## config.mk

```make
export PLATFORM = sky130hd
export DESIGN_NAME = hrc_top
export DESIGN_NICKNAME = d
export VERILOG_FILES = /design/src/rtl/hrc_pkg.sv /design/src/rtl/hrc_sync_edge.sv /design/src/rtl/hrc_top.sv
export SDC_FILE = /design/constraint.sdc
export NUM_CORES = 1
export LEC_CHECK = 0
export BUFFER_PORTS_ARGS = -buffer_cell sky130_fd_sc_hd__buf_2
export CAP_MARGIN = 20
export CORE_MARGIN = 4
export CORE_UTILIZATION = 40
export DETAILED_ROUTE_END_ITERATION = 10
export HOLD_SLACK_MARGIN = 0.02
export SYNTH_ARGS = -nofsm -noshare
export SYNTH_HDL_FRONTEND = slang
export SYNTH_SLANG_ARGS = --single-unit
```

## constraint.sdc

```tcl
create_clock -name ref_clk_i -period 5.81 [get_ports ref_clk_i]
set_input_delay 0.581 -clock ref_clk_i [delete_from_list [all_inputs] [get_ports ref_clk_i]]
set_output_delay 0.581 -clock ref_clk_i [all_outputs]
set_load 0.1 [all_outputs]
```

## src/rtl/hrc_pkg.sv

```systemverilog
// constants and carrier types of the counter reset and hold control
package hrc_pkg;

  // count and measurement width
  localparam int CW = 20;

  // configuration codes held in the control register
  localparam logic [2:0] CFG_ONE   = 3'h0;
  localparam logic [2:0] CFG_TWO   = 3'h1;
  localparam logic [2:0] CFG_TOTAL = 3'h2;
  localparam logic [2:0] CFG_BATCH = 3'h3;
  localparam logic [2:0] CFG_DUAL  = 3'h4;
  localparam logic [2:0] CFG_TACHO = 3'h5;

  // counting direction codes
  localparam logic [1:0] DIR_UP   = 2'h0;
  localparam logic [1:0] DIR_DOWN = 2'h1;
  localparam logic [1:0] DIR_UPDN = 2'h2;

  // register byte offsets
  localparam logic [7:0] ADDR_CTRL   = 8'h00;
  localparam logic [7:0] ADDR_SET1   = 8'h04;
  localparam logic [7:0] ADDR_SET2   = 8'h08;
  localparam logic [7:0] ADDR_PV     = 8'h0c;
  localparam logic [7:0] ADDR_AUX    = 8'h10;
  localparam logic [7:0] ADDR_PVB    = 8'h14;
  localparam logic [7:0] ADDR_DUAL   = 8'h18;
  localparam logic [7:0] ADDR_TACHO  = 8'h1c;
  localparam logic [7:0] ADDR_STATUS = 8'h20;

  // values after reset
  localparam logic [31:0]   CTRL_RST = 32'h0000_0080;
  localparam logic [CW-1:0] SET1_RST = 20'h0000a;
  localparam logic [CW-1:0] SET2_RST = 20'h00014;

  // tachometer gate time and its cycle count
  localparam int CLK_PERIOD_NS = 100;
  localparam int TACHO_GATE_MS = 100;
  localparam int GATE_CYC      = TACHO_GATE_MS * 1000000 / CLK_PERIOD_NS;

  // number of pin inputs passing the synchroniser
  localparam int NIN = 5;

  // pin inputs after synchronisation
  typedef struct packed {
    logic key;
    logic rst2;
    logic rst1;
    logic cnt_b;
    logic cnt_a;
  } hrc_pins_t;

  // control register layout
  typedef struct packed {
    logic [20:0] rsvd;
    logic        dual_sub;
    logic        omode2;
    logic        omode1;
    logic        alloc2;
    logic        alloc1;
    logic        disp_aux;
    logic [1:0]  dir;
    logic [2:0]  cfg;
  } hrc_ctrl_t;

endpackage

```

## src/rtl/hrc_sync_edge.sv

```systemverilog
// two-flop synchroniser with level and rising edge per bit
`timescale 1ns/100ps
module hrc_sync_edge #(
  parameter int W = 5
) (
  input  wire logic         ref_clk_i, // system clock
  input  wire logic         rst_i,     // synchronous reset, high
  input  wire logic [W-1:0] d_i,       // asynchronous pins
  output logic      [W-1:0] lvl_o,     // synchronised level
  output logic      [W-1:0] rise_o     // one-cycle rising edge
);

  genvar g;
  generate
    for (g = 0; g < W; g++)
    begin : g_bit
      logic meta_r;
      logic sync_r;
      logic prev_r;
      // first flop feeds only the second one
      always_ff @(posedge ref_clk_i)
      begin
        if (rst_i)
        begin
          meta_r <= 1'b0;
          sync_r <= 1'b0;
          prev_r <= 1'b0;
        end
        else
        begin
          meta_r <= d_i[g];
          sync_r <= meta_r;
          prev_r <= sync_r;
        end
      end
      assign lvl_o[g]  = sync_r;
      assign rise_o[g] = sync_r & ~prev_r;
    end
  endgenerate

endmodule

```

## src/rtl/hrc_top.sv

```systemverilog
// reset and hold control of a preset counter and tachometer
//
// Overview of operation
// - as a tachometer only count input a, reset 1 and the key are used.
// - as a tachometer reset 1 freezes the measured value and outputs.
// - as a tachometer the reset indicator is lit while the hold lasts.
// - as a tachometer each output acts by its mode once a set is reached.
// - the reset indicator is lit while reset 1 or the reset key is on.
// - in 1- or 2-stage use the key clears present value and outputs.
// - in total use the key clears value and outputs, and the total if shown.
// - in batch use the key clears the value and stage 2 output only.
// - in batch use with the batch shown the key clears all of them.
// - in dual use the key clears both values, the sum and all outputs.
// - as a tachometer the key holds instead of clearing anything.
// - each physical output may be allocated to stage 1 or stage 2.
// - reset loads zero, or with direction down set 1 (set 2 in 2-stage use).
// - outside dual and tachometer use no counting happens while reset 1 is on.
`timescale 1ns/100ps
module hrc_top #(
  parameter int GATE_CYC = hrc_pkg::GATE_CYC
) (
  input  wire logic        ref_clk_i,         // 10 MHz clock
  input  wire logic        rst_i,             // synchronous reset, high
  input  wire logic        count_in_a_i,      // count pin a
  input  wire logic        count_in_b_i,      // count pin b or direction
  input  wire logic        reset1_i,          // reset 1 pin, high active
  input  wire logic        reset2_i,          // reset 2 pin, high active
  input  wire logic        reset_key_i,       // front reset key, high
  output logic             ctrl_out_stage1_o, // physical output 1
  output logic             ctrl_out_stage2_o, // physical output 2
  output logic             reset_ind_o,       // reset indicator
  input  wire logic [7:0]  paddr_i,           // apb address
  input  wire logic        psel_i,            // apb select
  input  wire logic        penable_i,         // apb enable
  input  wire logic        pwrite_i,          // apb direction
  input  wire logic [31:0] pwdata_i,          // apb write data
  output logic [31:0]      prdata_o,          // apb read data
  output logic             pready_o,          // apb ready
  output logic             pslverr_o          // apb error
);

  localparam int CW = hrc_pkg::CW;

  hrc_pkg::hrc_pins_t lvl;
  hrc_pkg::hrc_pins_t rise;
  hrc_pkg::hrc_ctrl_t ctrl_r;
  logic [CW-1:0]      set1_r;
  logic [CW-1:0]      set2_r;
  logic [CW-1:0]      pv_r;
  logic [CW-1:0]      pvb_r;
  logic [CW-1:0]      aux_r;
  logic [CW-1:0]      meas_r;
  logic [CW-1:0]      acc_r;
  logic [19:0]        gate_r;
  logic               st1_r;
  logic               st2_r;
  logic               ctrl_out_stage1_r;
  logic               ctrl_out_stage2_r;
  logic               ind_r;
  logic [31:0]        prdata_r;
  logic               err_r;

  // all pins pass two flops before use
  hrc_sync_edge #(
    .W (hrc_pkg::NIN)
  ) u_sync (
    .ref_clk_i (ref_clk_i),
    .rst_i     (rst_i),
    .d_i       ({reset_key_i, reset2_i, reset1_i, count_in_b_i,
                 count_in_a_i}),
    .lvl_o     (lvl),
    .rise_o    (rise)
  );

  // configuration decode
  logic is_tacho;
  logic is_dual;
  logic is_batch;
  logic is_total;
  logic is_one;
  logic is_two;
  assign is_tacho = ctrl_r.cfg == hrc_pkg::CFG_TACHO;
  assign is_dual  = ctrl_r.cfg == hrc_pkg::CFG_DUAL;
  assign is_batch = ctrl_r.cfg == hrc_pkg::CFG_BATCH;
  assign is_total = ctrl_r.cfg == hrc_pkg::CFG_TOTAL;
  assign is_one   = ctrl_r.cfg == hrc_pkg::CFG_ONE;
  assign is_two   = ctrl_r.cfg == hrc_pkg::CFG_TWO;

  // tachometer ignores pin b and reset 2
  logic r1;
  logic r2;
  logic rise_b;
  logic key_p;
  assign r1     = lvl.rst1;
  assign r2     = lvl.rst2 & ~is_tacho;
  assign rise_b = rise.cnt_b & ~is_tacho;
  assign key_p  = rise.key;

  // clear and hold conditions; a clear always beats a count
  logic clr_pv;
  logic clr_pvb;
  logic clr_aux;
  logic clr_st1;
  logic clr_st2;
  logic hold;
  assign clr_pv  = ~is_tacho & (r1 | key_p);
  assign clr_pvb = is_dual & (r2 | key_p);
  assign clr_aux = (is_total | is_batch)
                   & (r2 | (key_p & ctrl_r.disp_aux));
  assign clr_st2 = ~is_tacho & (key_p | (r1 & ~is_dual));
  assign clr_st1 = ~is_tacho
                   & ((key_p & (~is_batch | ctrl_r.disp_aux))
                   | (r1 & ~is_batch & ~is_dual)
                   | (r2 & is_batch));
  assign hold    = is_tacho & (r1 | lvl.key);

  // direction and the value loaded on reset
  logic          dn;
  logic [CW-1:0] rstv;
  logic [CW-1:0] pv_step;
  logic          cnt_a;
  logic          batch_hit;
  assign dn = ~is_dual & ((ctrl_r.dir == hrc_pkg::DIR_DOWN)
              | ((ctrl_r.dir == hrc_pkg::DIR_UPDN) & lvl.cnt_b));
  assign rstv = (ctrl_r.dir == hrc_pkg::DIR_DOWN)
                ? (is_two ? set2_r : set1_r) : '0;
  assign pv_step   = dn ? pv_r - 1'b1 : pv_r + 1'b1;
  assign cnt_a     = rise.cnt_a & ~is_tacho;
  assign batch_hit = is_batch & cnt_a & ~clr_pv
                     & (pv_step == (dn ? '0 : set2_r));

  // present value of channel a
  always_ff @(posedge ref_clk_i)
  begin
    if (rst_i)
      pv_r <= '0;
    else if (clr_pv)
      pv_r <= rstv;
    else if (batch_hit)
      pv_r <= rstv;
    else if (cnt_a)
      pv_r <= pv_step;
  end

  // present value of channel b, dual use only
  always_ff @(posedge ref_clk_i)
  begin
    if (rst_i)
      pvb_r <= '0;
    else if (clr_pvb)
      pvb_r <= '0;
    else if (is_dual & rise_b)
      pvb_r <= pvb_r + 1'b1;
  end

  // total or batch count
  always_ff @(posedge ref_clk_i)
  begin
    if (rst_i)
      aux_r <= '0;
    else if (clr_aux)
      aux_r <= '0;
    else if ((is_total & cnt_a & ~clr_pv) | batch_hit)
      aux_r <= aux_r + 1'b1;
  end

  // tachometer gate; counting runs through a hold, only the result freezes
  logic gate_end;
  assign gate_end = gate_r == 20'(GATE_CYC - 1);
  always_ff @(posedge ref_clk_i)
  begin
    if (rst_i)
    begin
      gate_r <= '0;
      acc_r  <= '0;
      meas_r <= '0;
    end
    else if (gate_end)
    begin
      gate_r <= '0;
      acc_r  <= '0;
      if (~hold & is_tacho)
        meas_r <= acc_r;
    end
    else
    begin
      gate_r <= gate_r + 1'b1;
      if (rise.cnt_a)
        acc_r <= acc_r + 1'b1;
    end
  end

  // comparison against the set values
  logic [CW-1:0] dual_v;
  logic [CW-1:0] val;
  logic          hit1;
  logic          hit2;
  assign dual_v = ctrl_r.dual_sub ? pv_r - pvb_r : pv_r + pvb_r;
  assign val    = is_dual ? dual_v : pv_r;
  always_comb
  begin
    hit1 = 1'b0;
    hit2 = 1'b0;
    if (is_tacho)
    begin
      hit1 = meas_r >= set1_r;
      hit2 = meas_r >= set2_r;
    end
    else if (is_batch)
    begin
      hit1 = aux_r >= set1_r;
      hit2 = batch_hit;
    end
    else if (dn)
    begin
      hit1 = ~is_one & (val <= set1_r);
      hit2 = val == '0;
    end
    else
    begin
      hit1 = ~is_one & (val >= set1_r);
      hit2 = val >= (is_one ? set1_r : set2_r);
    end
  end

  // stage 1 state: mode 0 latches, mode 1 follows the comparison
  always_ff @(posedge ref_clk_i)
  begin
    if (rst_i)
      st1_r <= 1'b0;
    else if (clr_st1)
      st1_r <= 1'b0;
    else if (~hold)
      st1_r <= ctrl_r.omode1 ? hit1 : (st1_r | hit1);
  end

  // stage 2 state, same scheme
  always_ff @(posedge ref_clk_i)
  begin
    if (rst_i)
      st2_r <= 1'b0;
    else if (clr_st2)
      st2_r <= 1'b0;
    else if (~hold)
      st2_r <= ctrl_r.omode2 ? hit2 : (st2_r | hit2);
  end

  // output allocation and reset indicator, registered
  always_ff @(posedge ref_clk_i)
  begin
    if (rst_i)
    begin
      ctrl_out_stage1_r <= 1'b0;
      ctrl_out_stage2_r <= 1'b0;
      ind_r  <= 1'b0;
    end
    else
    begin
      ctrl_out_stage1_r <= ctrl_r.alloc1 ? st2_r : st1_r;
      ctrl_out_stage2_r <= ctrl_r.alloc2 ? st2_r : st1_r;
      ind_r  <= r1 | lvl.key;
    end
  end
  assign ctrl_out_stage1_o = ctrl_out_stage1_r;
  assign ctrl_out_stage2_o = ctrl_out_stage2_r;
  assign reset_ind_o       = ind_r;

  // apb writes take effect in the access phase
  logic wr_en;
  assign wr_en = psel_i & penable_i & pwrite_i;
  always_ff @(posedge ref_clk_i)
  begin
    if (rst_i)
    begin
      ctrl_r <= hrc_pkg::CTRL_RST;
      set1_r <= hrc_pkg::SET1_RST;
      set2_r <= hrc_pkg::SET2_RST;
    end
    else if (wr_en)
    begin
      if (paddr_i == hrc_pkg::ADDR_CTRL)
        ctrl_r <= {21'h0, pwdata_i[10:0]};
      if (paddr_i == hrc_pkg::ADDR_SET1)
        set1_r <= pwdata_i[CW-1:0];
      if (paddr_i == hrc_pkg::ADDR_SET2)
        set2_r <= pwdata_i[CW-1:0];
    end
  end

  // read decode; unmapped offsets answer with an error
  logic [31:0] rd_val;
  logic        rd_ok;
  always_comb
  begin
    rd_val = 32'h0;
    rd_ok  = 1'b1;
    unique case (paddr_i)
      hrc_pkg::ADDR_CTRL:   rd_val = ctrl_r;
      hrc_pkg::ADDR_SET1:   rd_val = {12'h0, set1_r};
      hrc_pkg::ADDR_SET2:   rd_val = {12'h0, set2_r};
      hrc_pkg::ADDR_PV:     rd_val = {12'h0, pv_r};
      hrc_pkg::ADDR_AUX:    rd_val = {12'h0, aux_r};
      hrc_pkg::ADDR_PVB:    rd_val = {12'h0, pvb_r};
      hrc_pkg::ADDR_DUAL:   rd_val = {12'h0, dual_v};
      hrc_pkg::ADDR_TACHO:  rd_val = {12'h0, meas_r};
      hrc_pkg::ADDR_STATUS: rd_val = {26'h0, hold, ind_r, ctrl_out_stage2_r,
                                      ctrl_out_stage1_r, st2_r, st1_r};
      default:              rd_ok  = 1'b0;
    endcase
  end

  // read data captured in the setup cycle so it comes from a flop
  always_ff @(posedge ref_clk_i)
  begin
    if (rst_i)
    begin
      prdata_r <= 32'h0;
      err_r    <= 1'b0;
    end
    else if (psel_i & ~penable_i)
    begin
      prdata_r <= pwrite_i ? 32'h0 : rd_val;
      err_r    <= ~rd_ok;
    end
  end
  assign prdata_o  = prdata_r;
  assign pready_o  = 1'b1;
  assign pslverr_o = psel_i & penable_i & err_r;
endmodule

```

==> flow_summary.yaml <==
synthesis:
  synth_mux_area_share_pct: 2.38
  async_flop_share_pct: 0
  synth-compound-area-share_pct: 22.1
  yosys.area.top_type: "dfxtp_1"
  synthesis.area_sq_um: 15100
  synth.area.top_cells: "dfxtp_1, ha_1, nand2_1, a21oi_1, nor2_1"
  synth-xor-area-share_pct: 7.25
  syn_inst: 1982
  yosysSeqAreaShare_pct: 27.8
  synth-seq-cells: 210
  synth_top_family_by_area: "simple AND/OR/NAND/NOR gates"
  synth_ff_type: "dfxtp_1"
  synthAdderAreaFrac_pct: 12.0
  synth.distinct_cells: 78
  synthSimpleGateAreaFrac_pct: 23.0
  yosysWarnings: 0
  syn-mean-instance-area_sq_um: 7.62
  yosysTopAreaCellShare_pct: 27.8
  synth_edf_count: 0
grt:
  grt_pass1_wl_um: 82100
  grt_pass1_vias: 13685
  track_usage_pct: 25.6
  grt_max_degree: 71
  grt-ovfl-total: 0
  antenna_found_initial: 1
cts:
  h-tree-depth: 1
  cts.root.buffer_cell: "clkbuf_16"
  cts_buffers: 24
  clock_latency_ns: 0.57
  cts_tree: "built"
  clk_pin_slew_ns: 0.07
  cts.sinks: 210
  cts_buffer_depth: 3
place:
  place.gp.congestion: 1.02
  port_buffers: 61
  dp_hpwl_um: 43300
  dp_slack_ns: 0.127
  place_inst: 2496
  dpl_cell_area_sq_um: 16000
timing:
  fin_worst_skew_ns: 0.0326
  finalSetupViolCount: 0
  final_max_slew_viol_count: 0
  setup_slack_ns: 0.287
  hold_violations: 0
  rsz0062_at_grt: "false"
  max_freq_mhz: 181
  timing.hold.ws_ns: 0.226
  tightest_slew_ns: 1.00
  min_period_over_period_pct: 95.1
  period_minus_slack_ns: 5.52
  max_slew_margin_pct: 32.9
  tns_ns: 0
critical_path:
  worstSetupPathType: "reg2reg"
  crit_arrival_ns: 6.00
  path_cells: "or3b_1 -> o21ai_4 -> inv_1 -> ha_1 -> nor2b_1 -> o21bai_1 -> a211oi_1 -> nor2_1 -> o21ai_0 -> xor2_1 -> xnor2_1 -> a41oi_1 -> or4b_4 -> and2_4 -> or4_1 -> a21oi_1"
  crit_slowest_cell: "or4b_4"
  slowest_delay_ns: 0.69
  rr_worst_depth: 16
  required_ns: 6.28
  worstSetupStartpointType: "flip-flop"
  critPathLaunch: "ctrl_r[2]"
  critPathCaptureType: "flip-flop"
  r2r_start: "ctrl_r[2]"
  crit_fanout: 20
pwr:
  ir_drop_v: 0.000245
  p_switching_mw: 0.818
  seq_power_share_pct: 44.0
  p_leak_nw: 6.57
  switching_share_pct: 24.7
  p_clk_share_pct: 49.6
  p_comb_share_pct: 6.3
  p_int_mw: 2.50
  power_density_nw_per_um2: 196
finish:
  antenna_cells: 0
  final_layout_size_suffix_gt1_share_pct: 10.5
  final_cell_area_sq_um: 16900
  final_cells: 2541
  syn2layout_area_growth_pct: 12.1
  layout.nets: 2213
floorplanning:
  rows: 70
  die_w_um: 202
  dieArea_sq_um: 41000
  io_pins: 87
  initial_core_util_pct: 40.9
  die_h_um: 202
  core-area_sq_um: 37000
routing:
  vias: 14741
  drc: 0
  avgViaCountPerCell: 5.80
  ant_nets: 0
  first_iter_violations: 1154
  dr.pass1.iters: 7
  wl_per_cell_um: 21.5
  routed_wl_um: 54700
outcome:
  status: "finished, final reports clean"
worst_hold_path:
  min-delay-start: "reset_key_i"
  min_path_cells: 2
  hp-class: "in2reg"
flow_run:
  cap_violations: 0
state kept, by name (all words and copies together) (netlist names), 3 cells and up:
register / count
acc_r: 20
aux_r: 20
gate_r: 20
meas_r: 20
prdata_o: 20
pv_r: 20
pvb_r: 20
set1_r: 20
set2_r: 20
ctrl_r: 11
u_sync.g_bit.meta_r: 5
u_sync.g_bit.sync_r: 5
u_sync.g_bit.prev_r: 3
repair_timing:
item / 4_1_cts / 5_1_grt
hold buffers: 0 / 0
setup endpoints to repair: 0 / 3
setup buffers: 0 / 1
resized for setup: 0 / 13
worst max-delay path: cells and delay by family, from the launching register on:
| family | cells | cell delay [ns] |
|---|---|---|
| buffers and inverters | 1 | 0.20 |
| AO/OA/AOI/OAI | 6 | 1.17 |
| AND/OR/NAND/NOR | 6 | 2.52 |
| adder cells (fa/ha/maj) | 1 | 0.40 |
| XOR/XNOR | 2 | 0.64 |
| flip-flops | 1 | 0.50 |
routing by layer:
layer	up-vias	global-route usage [%]	part of all wire [%]	routed length, um
met5	-	0	0	0
met4	0	9.38	4.3	2370
met3	143	4.17	7.5	4100
met2	554	39.7	43	23800
met1	6947	35.9	45	24500
li1	7097	-	-	-
Yosys cell counts (all sizes together), types with 6 or more instances:
library cell	instances
nand2	297
dfxtp	210
a21oi	207
nor2	201
ha	142
o21ai	95
clkbuf	90
xnor2	73
inv	69
nand3	47
xor2	47
nor2b	36
a21o	33
buf	32
nor3	32
nand4	30
mux2i	28
o31ai	21
nand2b	19
o211ai	18
and3	17
a22oi	16
nor4	16
or3	15
a211oi	14
a221oi	14
a221o	12
or2	12
a222oi	11
a31o	8
and2	8
a2111oi	7
a31oi	7
mux2	7
o21a	7
or4	7
and4	6
nor3b	6
o2111ai	6
o21bai	6
o41ai	6
layout by cell type, fill, tap and decap left out, drive strengths merged, types with 19 or more instances in the layout:
cell,Yosys,layout
a21o,33,33
a21oi,207,207
buf,32,122
clkbuf,90,34
dfxtp,210,210
ha,142,142
inv,69,69
mux2i,28,28
nand2,297,297
nand2b,19,19
nand3,47,47
nand4,30,30
nor2,201,201
nor2b,36,36
nor3,32,32
o21ai,95,95
o31ai,21,21
xnor2,73,73
xor2,47,47
cell families after synthesis:
group           Yosys count
mux                      35
simple gates            759
buf+inv                 191
xor+xnor                122
other cells               2
compound gates          519
flops                   210
fa+ha+maj               144
metrics by stage:
| stage | power, mW | util, % |
|---|---|---|
| 6_report | 3.31 | 45.8 |
| 5_1_grt | 3.41 | 45.8 |
| 4_1_cts | 3.33 | 45.7 |
| 3_5_place_dp | 1.69 | 43.3 |
| 3_3_place_gp | 1.69 | 43.3 |
| 2_1_floorplan | 1.63 | - |
worst paths after layout:
path	end	slack (ns)
setup / recovery	aux_r[12]	0.29
hold / removal	u_sync.g_bit[4].meta_r	0.23
setup reg to reg	aux_r[12]	0.29
hold reg to reg	u_sync.g_bit[1].sync_r	0.44
layout make-up:
class	instances	area, sq um
multi-input combinational	1592	10200
clock buffer	34	708
tap	504	631
sequential	210	4200
clock inverter	10	160
fill	3817	20000
timing repair buffer	122	766
inverter	69	259
power groups by stage:
stage | Clock, mW | Combinational, mW | Sequential (mW)
detailed placement | 0 | 0.205 | 1.49
CTS | 1.67 | 0.205 | 1.46
global route | 1.73 | 0.225 | 1.46
global placement | 0 | 0.204 | 1.49
floorplan | 0 | 0.143 | 1.49
finish | 1.65 | 0.210 | 1.46
(Power assumes the default switching activity.)
